==> config.mk <==
export PLATFORM = sky130hd
export DESIGN_NAME = ppc_top
export DESIGN_NICKNAME = d
export VERILOG_FILES = /design/src/common/ppc_pkg.sv /design/src/ppc_filter.sv /design/src/ppc_port.sv /design/src/ppc_top.sv
export SDC_FILE = /design/constraint.sdc
export NUM_CORES = 1
export LEC_CHECK = 0
export BUFFER_PORTS_ARGS = -buffer_cell sky130_fd_sc_hd__clkbuf_2
export CELL_PAD_IN_SITES_DETAIL_PLACEMENT = 2
export CELL_PAD_IN_SITES_GLOBAL_PLACEMENT = 2
export CORE_AREA = 2 2 187 189
export DETAILED_ROUTE_END_ITERATION = 10
export DIE_AREA = 0 0 189 191
export PLACE_DENSITY = 0.89
export SYNTH_ARGS = -nofsm -noshare
export SYNTH_HDL_FRONTEND = slang
export SYNTH_SLANG_ARGS = --single-unit
==> constraint.sdc <==
create_clock -name clk -period 2.7 [get_ports clk]
set_input_delay 0.27 -clock clk [delete_from_list [all_inputs] [get_ports clk]]
set_output_delay 0.27 -clock clk [all_outputs]
set_load 0.01 [all_outputs]
==> src/common/ppc_pkg.sv <==
// constants, register map and state type of the port controller control block
// assumes a single 40 MHz clock domain; included by package reference only
package ppc_pkg;

	// ****************************************************************
	// register map
	// ****************************************************************
	localparam logic [7:0] REG_INT_EVENT   = 8'h00;
	localparam logic [7:0] REG_INT_MASK    = 8'h01;
	localparam logic [7:0] REG_PIN_STATUS  = 8'h11;
	localparam logic [7:0] REG_PORT_CTRL   = 8'h12;
	localparam logic [7:0] REG_PORT_STATUS = 8'h13;
	localparam logic [7:0] REG_PUSHBUTTON  = 8'h1a;

	// ****************************************************************
	// reset values
	// ****************************************************************
	localparam logic [7:0] INT_EVENT_RST        = 8'h80;
	localparam logic [7:0] MASK_RST_MANUAL      = 8'h80;
	localparam logic [7:0] MASK_RST_AUTO        = 8'he4;
	localparam logic [7:0] PORT_CTRL_RST_MANUAL = 8'h00;
	localparam logic [7:0] PORT_CTRL_RST_AUTO   = 8'h0f;

	// ****************************************************************
	// field positions
	// ****************************************************************
	localparam int         EV_TSTART    = 6;
	localparam int         EV_TICUT     = 5;
	localparam int         EV_PGOOD     = 1;
	localparam int         EV_PENABLE   = 0;
	localparam int         PB_INT_LO    = 6;
	localparam int         PB_INT_HI    = 7;
	localparam int         PIN_AUTO_BIT = 0;
	localparam logic [2:0] ADDR_PREFIX  = 3'h2;

	// ****************************************************************
	// timing
	// ****************************************************************
	localparam int CLK_NS        = 25;
	localparam int GLITCH_NS     = 1000;
	localparam int GLITCH_CYC    = (GLITCH_NS + CLK_NS - 1) / CLK_NS;
	localparam int FAULT_TIME_US = 1000;
	localparam int FAULT_CYC     = FAULT_TIME_US * 1000 / CLK_NS;

	typedef enum logic [3:0] {
		ST_IDLE,
		ST_ADDR,
		ST_ADDR_ACK,
		ST_REG,
		ST_REG_ACK,
		ST_WDATA,
		ST_WDATA_ACK,
		ST_RDATA,
		ST_RDATA_ACK
	} ppc_i2c_state_t;

endpackage

==> src/ppc_filter.sv <==
// three-flop synchroniser with a stability filter for one pin
// assumes STABLE_CYC below 128; reset is synchronous, active high
`timescale 1ns/100ps
module ppc_filter #(
	parameter int   STABLE_CYC = 1,
	parameter logic INIT       = 1'b1
) (
	input  wire logic clk,
	input  wire logic sys_rst,
	input  wire logic pin,
	output logic      level
);
	logic       s1_reg;
	logic       s2_reg;
	logic       s3_reg;
	logic       level_reg;
	logic [6:0] cnt_reg;

	assign level = level_reg;

	// ****************************************************************
	// sync and filter
	// ****************************************************************
	always_ff @(posedge clk)
	begin
		if (sys_rst)
		begin
			s1_reg    <= INIT;
			s2_reg    <= INIT;
			s3_reg    <= INIT;
			level_reg <= INIT;
			cnt_reg   <= 7'h00;
		end
		else
		begin
			s1_reg <= pin;
			s2_reg <= s1_reg;
			s3_reg <= s2_reg;
			if (s2_reg == s3_reg && s3_reg != level_reg)
			begin
				if (cnt_reg >= 7'(STABLE_CYC - 1))
				begin
					level_reg <= s3_reg;
					cnt_reg   <= 7'h00;
				end
				else
					cnt_reg <= cnt_reg + 7'h01;
			end
			else
				cnt_reg <= 7'h00;
		end
	end
endmodule

==> src/ppc_port.sv <==
// one power port: fault timer, gate control, power good, ac probe routing
// assumes comparator levels already synchronised to clk
`timescale 1ns/100ps
module ppc_port #(
	parameter int FAULT_CYC = ppc_pkg::FAULT_CYC
) (
	input  wire logic clk,
	input  wire logic rst,
	input  wire logic enable,
	input  wire logic over_cut,
	input  wire logic at_clamp,
	input  wire logic out_low,
	input  wire logic osc,
	input  wire logic ac_en,
	output logic      gate_on,
	output logic      throttle,
	output logic      pg,
	output logic      probe,
	output logic      tstart_ev,
	output logic      ticut_ev,
	output logic      pg_ev,
	output logic      pe_ev
);
	logic [22:0] fault_cnt_reg;
	logic        tripped_reg;
	logic        gate_reg;
	logic        throttle_reg;
	logic        pg_reg;
	logic        probe_reg;
	logic        tstart_reg;
	logic        ticut_reg;
	logic        pg_ev_reg;
	logic        pe_ev_reg;
	logic        expire;
	logic        gate_next;

	assign expire    = gate_reg && over_cut && fault_cnt_reg == 23'(FAULT_CYC - 1);
	assign gate_next = enable && !tripped_reg && !expire;
	assign gate_on   = gate_reg;
	assign throttle  = throttle_reg;
	assign pg        = pg_reg;
	assign probe     = probe_reg;
	assign tstart_ev = tstart_reg;
	assign ticut_ev  = ticut_reg;
	assign pg_ev     = pg_ev_reg;
	assign pe_ev     = pe_ev_reg;

	// ****************************************************************
	// fault timer and gate
	// ****************************************************************
	always_ff @(posedge clk)
	begin
		if (rst)
		begin
			fault_cnt_reg <= 23'h000000;
			tripped_reg   <= 1'b0;
			gate_reg      <= 1'b0;
			throttle_reg  <= 1'b0;
		end
		else
		begin
			if (!gate_reg || !over_cut)
				fault_cnt_reg <= 23'h000000;
			else if (!expire)
				fault_cnt_reg <= fault_cnt_reg + 23'h000001;
			if (expire)
				tripped_reg <= 1'b1;
			else if (!enable)
				tripped_reg <= 1'b0;
			gate_reg     <= gate_next;
			throttle_reg <= gate_next && at_clamp;
		end
	end

	// ****************************************************************
	// status and events
	// ****************************************************************
	always_ff @(posedge clk)
	begin
		if (rst)
		begin
			pg_reg     <= 1'b0;
			probe_reg  <= 1'b0;
			tstart_reg <= 1'b0;
			ticut_reg  <= 1'b0;
			pg_ev_reg  <= 1'b0;
			pe_ev_reg  <= 1'b0;
		end
		else
		begin
			pg_reg     <= gate_reg && out_low;
			probe_reg  <= gate_reg && ac_en && osc;
			tstart_reg <= expire && !pg_reg;
			ticut_reg  <= expire && pg_reg;
			pg_ev_reg  <= (gate_reg && out_low) != pg_reg;
			pe_ev_reg  <= gate_next != gate_reg;
		end
	end

	fault_off_a: assert property (@(posedge clk) disable iff (rst)
		expire |=> !gate_reg ##1 !gate_reg)
		else $error("gate still on after fault timer expiry");

	timer_step_a: assert property (@(posedge clk) disable iff (rst)
		(gate_reg && over_cut && !expire) |=> fault_cnt_reg == $past(fault_cnt_reg) + 23'h000001)
		else $error("fault timer did not advance");

	pg_set_a: assert property (@(posedge clk) disable iff (rst)
		pg_reg |-> $past(gate_reg) && $past(out_low))
		else $error("power good without low output voltage");

	probe_route_a: assert property (@(posedge clk) disable iff (rst)
		probe_reg |-> $past(osc) && $past(ac_en) && $past(gate_reg))
		else $error("probe driven while port unpowered or disabled");
endmodule

==> src/ppc_top.sv <==
// control logic of a four-port power-sourcing controller with a split-pin
// serial slave; assumes a 40 MHz clk and analog comparators outside
`timescale 1ns/100ps

module ppc_top #(
	parameter int FAULT_CYC = ppc_pkg::FAULT_CYC
) (
	input  wire logic       clk,
	input  wire logic       sys_rst,
	input  wire logic       chip_reset_n,
	input  wire logic       scl,
	input  wire logic       serial_data_sense_pin,
	output logic            serial_data_drive_pin,
	output logic            serial_data_drive_pin_oe,
	output logic            int_pin,
	output logic            int_pin_oe,
	input  wire logic       bus_addr_strap_msb,
	input  wire logic       bus_addr_strap_2,
	input  wire logic       bus_addr_strap_1,
	input  wire logic       bus_addr_strap_lsb,
	input  wire logic       auto_mode_strap,
	input  wire logic [3:0] port_shutoff_n,
	input  wire logic [3:0] port_current_monitor_cut,
	input  wire logic [3:0] port_current_monitor_clamp,
	input  wire logic [3:0] port_voltage_monitor_low,
	input  wire logic       ac_probe_oscillator_input,
	output logic      [3:0] port_fet_drive,
	output logic      [3:0] port_fet_throttle,
	output logic      [3:0] port_power_good,
	output logic      [3:0] port_probe_pin
);
	ppc_pkg::ppc_i2c_state_t state_reg;
	logic       chip_rst_lvl;
	logic       rst_int;
	logic       scl_lvl;
	logic       sda_lvl;
	logic       auto_lvl;
	logic       osc_lvl;
	logic [3:0] strap_lvl;
	logic [3:0] strap_pin;
	logic [3:0] shut_lvl;
	logic [3:0] cut_lvl;
	logic [3:0] clamp_lvl;
	logic [3:0] low_lvl;
	logic [3:0] gate_on;
	logic [3:0] pg;
	logic [3:0] tstart_ev;
	logic [3:0] ticut_ev;
	logic [3:0] pg_ev;
	logic [3:0] pe_ev;
	logic       scl_d_reg;
	logic       sda_d_reg;
	logic       busy_reg;
	logic       sda_oe_reg;
	logic       int_oe_reg;
	logic       rw_reg;
	logic       nack_reg;
	logic       wr_reg;
	logic [3:0] bit_cnt_reg;
	logic [7:0] shift_reg;
	logic [7:0] ptr_reg;
	logic [7:0] mask_reg;
	logic [7:0] ctrl_reg;
	logic [7:0] ctrl_next;
	logic [7:0] ev_reg;
	logic [7:0] ev_set;
	logic [7:0] ev_clr;
	logic [7:0] rd_data;
	logic [6:0] dev_addr;
	logic       start;
	logic       stop;
	logic       scl_rise;
	logic       scl_fall;
	logic       wr_pb;

	// ****************************************************************
	// input synchronisers
	// ****************************************************************
	assign strap_pin = {bus_addr_strap_msb, bus_addr_strap_2, bus_addr_strap_1,
		bus_addr_strap_lsb};

	ppc_filter #(.STABLE_CYC(ppc_pkg::GLITCH_CYC), .INIT(1'b0)) rst_filt (
		.clk(clk), .sys_rst(sys_rst), .pin(chip_reset_n), .level(chip_rst_lvl));
	ppc_filter scl_filt (
		.clk(clk), .sys_rst(sys_rst), .pin(scl), .level(scl_lvl));
	ppc_filter sda_filt (
		.clk(clk), .sys_rst(sys_rst), .pin(serial_data_sense_pin), .level(sda_lvl));
	ppc_filter #(.INIT(1'b0)) auto_filt (
		.clk(clk), .sys_rst(sys_rst), .pin(auto_mode_strap), .level(auto_lvl));
	ppc_filter #(.INIT(1'b0)) osc_filt (
		.clk(clk), .sys_rst(sys_rst), .pin(ac_probe_oscillator_input), .level(osc_lvl));

	assign rst_int = sys_rst || !chip_rst_lvl;

	// ****************************************************************
	// per-port logic
	// ****************************************************************
	genvar gi;
	generate
		for (gi = 0; gi < 4; gi++)
		begin : g_port
			ppc_filter #(.INIT(1'b0)) strap_f (
				.clk(clk), .sys_rst(sys_rst), .pin(strap_pin[gi]), .level(strap_lvl[gi]));
			ppc_filter #(.STABLE_CYC(ppc_pkg::GLITCH_CYC)) shut_f (
				.clk(clk), .sys_rst(sys_rst), .pin(port_shutoff_n[gi]), .level(shut_lvl[gi]));
			ppc_filter #(.INIT(1'b0)) cut_f (
				.clk(clk), .sys_rst(sys_rst), .pin(port_current_monitor_cut[gi]),
				.level(cut_lvl[gi]));
			ppc_filter #(.INIT(1'b0)) clamp_f (
				.clk(clk), .sys_rst(sys_rst), .pin(port_current_monitor_clamp[gi]),
				.level(clamp_lvl[gi]));
			ppc_filter #(.INIT(1'b0)) low_f (
				.clk(clk), .sys_rst(sys_rst), .pin(port_voltage_monitor_low[gi]),
				.level(low_lvl[gi]));
			ppc_port #(.FAULT_CYC(FAULT_CYC)) port_u (
				.clk(clk),
				.rst(rst_int),
				.enable(ctrl_reg[gi] && shut_lvl[gi]),
				.over_cut(cut_lvl[gi]),
				.at_clamp(clamp_lvl[gi]),
				.out_low(low_lvl[gi]),
				.osc(osc_lvl),
				.ac_en(ctrl_reg[gi + 4]),
				.gate_on(gate_on[gi]),
				.throttle(port_fet_throttle[gi]),
				.pg(pg[gi]),
				.probe(port_probe_pin[gi]),
				.tstart_ev(tstart_ev[gi]),
				.ticut_ev(ticut_ev[gi]),
				.pg_ev(pg_ev[gi]),
				.pe_ev(pe_ev[gi]));
		end
	endgenerate

	assign port_fet_drive  = gate_on;
	assign port_power_good = pg;

	// ****************************************************************
	// bus conditions
	// ****************************************************************
	assign dev_addr = {ppc_pkg::ADDR_PREFIX, strap_lvl};
	assign start    = scl_lvl && scl_d_reg && sda_d_reg && !sda_lvl;
	assign stop     = scl_lvl && scl_d_reg && !sda_d_reg && sda_lvl;
	assign scl_rise = scl_lvl && !scl_d_reg;
	assign scl_fall = !scl_lvl && scl_d_reg;

	always_ff @(posedge clk)
	begin
		if (rst_int)
		begin
			scl_d_reg <= 1'b1;
			sda_d_reg <= 1'b1;
			busy_reg  <= 1'b0;
		end
		else
		begin
			scl_d_reg <= scl_lvl;
			sda_d_reg <= sda_lvl;
			if (start)
				busy_reg <= 1'b1;
			else if (stop)
				busy_reg <= 1'b0;
		end
	end

	// ****************************************************************
	// serial slave
	// ****************************************************************
	always_ff @(posedge clk)
	begin
		if (rst_int)
		begin
			state_reg   <= ppc_pkg::ST_IDLE;
			bit_cnt_reg <= 4'h0;
			shift_reg   <= 8'h00;
			ptr_reg     <= 8'h00;
			rw_reg      <= 1'b0;
			nack_reg    <= 1'b0;
			sda_oe_reg  <= 1'b0;
			wr_reg      <= 1'b0;
		end
		else
		begin
			wr_reg <= 1'b0;
			if (start)
			begin
				state_reg   <= ppc_pkg::ST_ADDR;
				bit_cnt_reg <= 4'h0;
				sda_oe_reg  <= 1'b0;
			end
			else if (stop)
			begin
				state_reg  <= ppc_pkg::ST_IDLE;
				sda_oe_reg <= 1'b0;
			end
			else if (scl_rise)
			begin
				if (state_reg == ppc_pkg::ST_ADDR || state_reg == ppc_pkg::ST_REG ||
					state_reg == ppc_pkg::ST_WDATA)
				begin
					shift_reg   <= {shift_reg[6:0], sda_lvl};
					bit_cnt_reg <= bit_cnt_reg + 4'h1;
				end
				else if (state_reg == ppc_pkg::ST_RDATA_ACK)
					nack_reg <= sda_lvl;
			end
			else if (scl_fall)
			begin
				unique case (state_reg)
					ppc_pkg::ST_IDLE:
						;
					ppc_pkg::ST_ADDR:
						if (bit_cnt_reg == 4'h8)
						begin
							if (shift_reg[7:1] == dev_addr)
							begin
								state_reg  <= ppc_pkg::ST_ADDR_ACK;
								sda_oe_reg <= 1'b1;
								rw_reg     <= shift_reg[0];
							end
							else
								state_reg <= ppc_pkg::ST_IDLE;
						end
					ppc_pkg::ST_ADDR_ACK:
					begin
						bit_cnt_reg <= 4'h0;
						if (rw_reg)
						begin
							state_reg  <= ppc_pkg::ST_RDATA;
							shift_reg  <= rd_data;
							sda_oe_reg <= !rd_data[7];
						end
						else
						begin
							state_reg  <= ppc_pkg::ST_REG;
							sda_oe_reg <= 1'b0;
						end
					end
					ppc_pkg::ST_REG:
						if (bit_cnt_reg == 4'h8)
						begin
							ptr_reg    <= shift_reg;
							state_reg  <= ppc_pkg::ST_REG_ACK;
							sda_oe_reg <= 1'b1;
						end
					ppc_pkg::ST_WDATA:
						if (bit_cnt_reg == 4'h8)
						begin
							wr_reg     <= 1'b1;
							state_reg  <= ppc_pkg::ST_WDATA_ACK;
							sda_oe_reg <= 1'b1;
						end
					ppc_pkg::ST_REG_ACK,
					ppc_pkg::ST_WDATA_ACK:
					begin
						if (state_reg == ppc_pkg::ST_WDATA_ACK)
							ptr_reg <= ptr_reg + 8'h01;
						sda_oe_reg  <= 1'b0;
						bit_cnt_reg <= 4'h0;
						state_reg   <= ppc_pkg::ST_WDATA;
					end
					ppc_pkg::ST_RDATA:
						if (bit_cnt_reg == 4'h7)
						begin
							state_reg  <= ppc_pkg::ST_RDATA_ACK;
							sda_oe_reg <= 1'b0;
							ptr_reg    <= ptr_reg + 8'h01;
						end
						else
						begin
							bit_cnt_reg <= bit_cnt_reg + 4'h1;
							shift_reg   <= {shift_reg[6:0], 1'b0};
							sda_oe_reg  <= !shift_reg[6];
						end
					ppc_pkg::ST_RDATA_ACK:
						if (nack_reg)
							state_reg <= ppc_pkg::ST_IDLE;
						else
						begin
							state_reg   <= ppc_pkg::ST_RDATA;
							bit_cnt_reg <= 4'h0;
							shift_reg   <= rd_data;
							sda_oe_reg  <= !rd_data[7];
						end
				endcase
			end
		end
	end

	assign serial_data_drive_pin    = 1'b0;
	assign serial_data_drive_pin_oe = sda_oe_reg;

	// ****************************************************************
	// registers
	// ****************************************************************
	assign wr_pb = wr_reg && ptr_reg == ppc_pkg::REG_PUSHBUTTON;

	always_comb
	begin
		case (ptr_reg)
			ppc_pkg::REG_INT_EVENT:   rd_data = ev_reg;
			ppc_pkg::REG_INT_MASK:    rd_data = mask_reg;
			ppc_pkg::REG_PIN_STATUS:  rd_data = {7'h00, auto_lvl};
			ppc_pkg::REG_PORT_CTRL:   rd_data = ctrl_reg;
			ppc_pkg::REG_PORT_STATUS: rd_data = {gate_on, pg};
			default:                  rd_data = 8'h00;
		endcase
	end

	always_ff @(posedge clk)
	begin
		if (rst_int)
			mask_reg <= auto_lvl ? ppc_pkg::MASK_RST_AUTO : ppc_pkg::MASK_RST_MANUAL;
		else if (wr_reg && ptr_reg == ppc_pkg::REG_INT_MASK)
			mask_reg <= shift_reg;
	end

	always_comb
	begin
		ctrl_next = ctrl_reg;
		if (wr_reg && ptr_reg == ppc_pkg::REG_PORT_CTRL)
			ctrl_next = shift_reg;
		ctrl_next[3:0] = ctrl_next[3:0] & ~(~shut_lvl | tstart_ev | ticut_ev);
		if (wr_pb)
			ctrl_next[3:0] = ctrl_next[3:0] & ~shift_reg[3:0];
	end

	always_ff @(posedge clk)
	begin
		if (rst_int)
			ctrl_reg <= auto_lvl ? ppc_pkg::PORT_CTRL_RST_AUTO :
				ppc_pkg::PORT_CTRL_RST_MANUAL;
		else
			ctrl_reg <= ctrl_next;
	end

	// ****************************************************************
	// events and interrupt pin
	// ****************************************************************
	always_comb
	begin
		ev_set = 8'h00;
		ev_set[ppc_pkg::EV_TSTART]  = |tstart_ev;
		ev_set[ppc_pkg::EV_TICUT]   = |ticut_ev;
		ev_set[ppc_pkg::EV_PGOOD]   = |pg_ev;
		ev_set[ppc_pkg::EV_PENABLE] = |pe_ev;
		ev_clr = 8'h00;
		if (wr_pb && (shift_reg[ppc_pkg::PB_INT_LO] || shift_reg[ppc_pkg::PB_INT_HI]))
			ev_clr = 8'hff;
	end

	always_ff @(posedge clk)
	begin
		if (rst_int)
			ev_reg <= ppc_pkg::INT_EVENT_RST;
		else
			ev_reg <= (ev_reg & ~ev_clr) | ev_set;
	end

	always_ff @(posedge clk)
	begin
		if (rst_int)
			int_oe_reg <= 1'b0;
		else if (!busy_reg)
			int_oe_reg <= |(ev_reg & mask_reg);
	end

	assign int_pin    = 1'b0;
	assign int_pin_oe = int_oe_reg;

	// ****************************************************************
	// checks
	// ****************************************************************
	int_quiet_a: assert property (@(posedge clk) disable iff (rst_int)
		(busy_reg && $past(busy_reg)) |-> $stable(int_oe_reg))
		else $error("interrupt pin moved during a transaction");

	int_masked_a: assert property (@(posedge clk) disable iff (rst_int)
		$rose(int_oe_reg) |-> $past(|(ev_reg & mask_reg)))
		else $error("interrupt asserted by a masked event");

	int_pull_a: assert property (@(posedge clk) disable iff (rst_int)
		(!busy_reg && |(ev_reg & mask_reg)) |=> int_oe_reg)
		else $error("enabled event did not pull interrupt low");

	int_release_a: assert property (@(posedge clk) disable iff (rst_int)
		(wr_pb && (shift_reg[ppc_pkg::PB_INT_LO] || shift_reg[ppc_pkg::PB_INT_HI])) |=>
		ev_reg == $past(ev_set))
		else $error("pushbutton clear did not clear the events");

	int_drop_a: assert property (@(posedge clk) disable iff (rst_int)
		(!busy_reg && (ev_reg & mask_reg) == 8'h00) |=> !int_oe_reg)
		else $error("interrupt not released with no enabled event");

	addr_match_a: assert property (@(posedge clk) disable iff (rst_int)
		(state_reg == ppc_pkg::ST_ADDR_ACK) |-> $past(shift_reg[7:1]) == dev_addr)
		else $error("acknowledged a foreign address");

	shut_off_a: assert property (@(posedge clk) disable iff (rst_int)
		(shut_lvl != 4'hf) |=> (ctrl_reg[3:0] & ~$past(shut_lvl)) == 4'h0 ##1
		(gate_on & ~$past(shut_lvl, 2)) == 4'h0)
		else $error("shut down port stayed enabled");

	strap_default_a: assert property (@(posedge clk)
		$fell(rst_int) |-> mask_reg == (auto_lvl ? ppc_pkg::MASK_RST_AUTO :
		ppc_pkg::MASK_RST_MANUAL))
		else $error("mask default does not follow auto strap");

	mask_write_a: assert property (@(posedge clk) disable iff (rst_int)
		(wr_reg && ptr_reg == ppc_pkg::REG_INT_MASK) |=> mask_reg == $past(shift_reg))
		else $error("mask write lost");

	reset_off_a: assert property (@(posedge clk)
		(rst_int && $past(rst_int)) |-> gate_on == 4'h0 && ev_reg == ppc_pkg::INT_EVENT_RST)
		else $error("port powered during chip reset");
endmodule

==> results by group <==
Status
  • Status: complete, no violations

Timing
  • RSZ-0062 raised after global routing: no
  • Min Hold Slack: 42.8 ps
  • Fin crit period: 2560 ps
  • Max Freq: 0.391 GHz
  • Endpoints failing setup: 0
  • Worst slew pin tran: 1030 ps
  • Final Max Slew Viols: 0
  • Clock Skew: 25.3 ps
  • Setup tns final: 0 ps
  • Final Cycle Share: 94.8%
  • Final Hold Vio Count: 0
  • Slew headroom: 30.9%

Global route
  • Initial antenna violation count: 0
  • Global route hottest layer: met2
  • Vias in the first global route: 13035
  • Remaining Overflow, GRT: 0
  • Met3 usage: 5.09%
  • Largest net degree at the start of global routing: 111
  • GRT Overall Usage: 28.3%
  • First-pass GRT wire length: 79200 µm
  • Met2 usage: 51.4%
  • Met1 usage: 32.2%

Setup path
  • Critical Path Max Stage Delay: 870 ps
  • CP required: 3080 ps
  • WP data arrival: 2940 ps
  • Reg2reg path depth: 6
  • Critical path capture point type: flop
  • Reg-to-Reg Start: bit_cnt_reg[0]
  • Worst Path Max Fanout: 13
  • Crit Reg-Reg Endpoint: ptr_reg[1]
  • CP Cell Sequence: ha_1, nand3b_1, a21boi_0, o211ai_1, nor2_1, a211oi_1
  • CP Class: flop to flop
  • Worst path slowest cell: o211ai_1
  • Crit start category: flop
  • R2R Setup Slk: 140 ps

Routing
  • DR DRC count: 0
  • Routed WL per cell: 25.6 µm
  • Via Count: 11749
  • Post-DRT Antenna Nets: 0
  • First drt pass iteration count: 5
  • Post-Route WL: 51000 µm
  • Vias per cell: 5.89
  • DRT iter0 DRCs: 827

Logic synthesis
  • Synth Area in Compound Gates: 12.3%
  • Proportion of synthesized area in mux cells: 0.696%
  • Syn Inst Count: 1442
  • Post-synth top flop: dfxtp_1
  • Adder and majority gate portion of the synthesized area: 1.72%
  • Xor and xnor area share after synthesis: 6.34%
  • Mapped Area: 0.0131 mm²
  • Seq cells post-synth: 319
  • Area leader, netlist: dfxtp_1
  • Post-synth EDFFs: 12
  • Sequential area share after synthesis: 49.6%
  • Asr flop ratio synth: 0%
  • Synth top area cells: dfxtp_1 (47%), nor2_1 (4.5%), xor2_1 (4.5%), nand2_1 (3.3%), a21oi_1 (3.2%)
  • Syn Area/Cell: 9.10 µm²
  • Largest family of logic cells by synthesized area: simple AND/OR/NAND/NOR gates
  • Synth Area in Simple Gates: 25.8%
  • Yosys warns: 0
  • Synth top area share: 46.8%
  • Synth cell types: 70

Power and ir drop
  • Maximum VDD drop: 0.439 mV
  • Static leakage: 5.54 nW
  • Internal Power: 0.00780 W
  • Net switching power: 0.00228 W
  • Sequential Power Share: 47.8%
  • PD cells: 659 mW/mm²
  • Comb power frac: 1.4%
  • Clk pwr share: 50.8%
  • Sw Share: 22.6%

Clock network
  • CTS clk-pin slew, worst paths: 60 ps
  • Clk sinks: 319
  • CTS Buf Count: 36
  • Root buffer selected by CTS: clkbuf_16
  • Worst-Skew Late Latency: 550 ps
  • CTS tree: yes
  • # H-tree levels: 2
  • Post-CTS Setup Bufs: 0
  • CTS Buffer Depth: 3

Final layout
  • Max FFs per register: 92
  • Most common cell after layout, fill and taps aside: dfxtp_1
  • Ratio of cells with drive above 1 in the final layout: 10.8%
  • Ant diodes: 0
  • Filler instances: 3609
  • Commonest non-fill, non-tap cells in the layout: dfxtp_1 (307), nor2_1 (159), nand2_1 (114)
  • Nets: 1559
  • Final core area utilization: 44.8%
  • Layout area overhead: 16.5%

Floorplanning
  • Die area: 0.0361 mm²
  • CORE AREA: 0.0341 mm²
  • Die Wd: 189 µm
  • Cell Rows: 68
  • Initial Util: 38.5%
  • Number of top-level pins: 47
  • Die H: 191 µm

Hold path
  • Hold-critical path depth: 2
  • WHS Endpoint: g_port[0].clamp_f.s1_reg
  • HP Start: port_current_monitor_clamp[0]
  • Hold Path Class: input pin to flop

Job
  • Max-Cap Viols: 0

Placed design
  • # port buffers: 44
  • Final HPWL DP: 28300 µm
  • Gpl congestion: 0.902
[power groups by stage]
stage | Sequential (W) | Combinational (W) | Clock, W
floorplan | 0.00490 | 0.0000649 | 0
global placement | 0.00491 | 0.0000978 | 0
detailed placement | 0.00492 | 0.000103 | 0
CTS | 0.00482 | 0.000136 | 0.00515
global route | 0.00482 | 0.000154 | 0.00537
finish | 0.00482 | 0.000141 | 0.00512
[worst max path at each step]
stage                    to      startpoint  slack [ps]
2_1_floorplan   mask_reg[0]      ptr_reg[2]         350
3_3_place_gp     ptr_reg[0]  bit_cnt_reg[0]         470
3_5_place_dp     ptr_reg[0]  bit_cnt_reg[0]         400
4_1_cts        shift_reg[6]    state_reg[3]         130
5_1_grt          ptr_reg[1]  bit_cnt_reg[0]          20
6_report         ptr_reg[1]  bit_cnt_reg[0]         140
[cell usage after synthesis, types with 4 or more instances]
master,n
a211o_1,7
a211oi_1,20
a21o_1,6
a21oi_1,84
a221oi_1,8
a22oi_1,17
a31oi_1,8
and2_1,12
and3_1,51
and4_1,10
buf_1,7
buf_2,13
buf_4,19
clkbuf_1,37
dfxtp_1,307
edfxtp_1,12
ha_1,18
inv_1,22
mux2i_1,8
nand2_1,114
nand2b_1,9
nand3_1,65
nand3b_1,13
nand4_1,25
nor2_1,159
nor2b_1,63
nor3_1,28
nor4_1,20
nor4b_1,9
o2111ai_1,4
o211ai_1,13
o21a_1,4
o21ai_0,55
o31ai_1,4
or2_2,21
or3_1,15
or4_1,10
xnor2_1,28
xor2_1,67
[cell type report]
type | count | area (µm²) | area share, %
multi-input cells | 1030 | 6200 | 40.5
inverters | 23 | 86.3 | 0.565
clock buffers | 46 | 968 | 6.33
clock inverters | 17 | 218 | 1.42
repair buffers | 104 | 746 | 4.88
flip-flops and latches | 319 | 6510 | 42.6
well taps | 455 | 569 | 3.72
[metrics by stage]
stage	total power [W]	worst slack, ps	cell area [µm²]	instances
final	0.0101	140	15300	1994
after global routing	0.0103	18.6	15300	1994
after CTS	0.0101	134	15300	1994
after detailed placement	0.00502	398	13900	1907
after global placement	0.00501	468	13900	1907
after floorplan	0.00497	347	13100	1448
[what timing repair did]
| item | 4_1_cts | 5_1_grt |
|---|---|---|
| hold buffers | 24 | 0 |
| hold endpoints to repair | 24 | 0 |
| resized for setup | 0 | 1 |
| endpoints found under the setup margin | 0 | 1 |
[per-layer routing]
layer | part of all wire (%) | vias up
li1 | - | 5217
met1 | 39 | 5911
met2 | 51 | 455
met3 | 5.6 | 166
met4 | 4.6 | 0
met5 | 0 | -
[cells by family after synthesis]
group                      after synthesis
and+or+nand+nor                        644
DFF                                    319
AOI/OAI and AO/OA                      257
buffers and inverters                   99
xor gates and xnor gates                95
adders and majority gates               18
muxes                                    9
other                                    1
[worst max-delay path: cells and delay by family (launching register included)]
family / cells / cell delay, ps
flip-flops: 1 / 340
AO/OA/AOI/OAI: 3 / 1460
AND/OR/NAND/NOR: 2 / 380
adder cells (fa/ha/maj): 1 / 240
No activity file was read; power rests on OpenSTA's default activity.
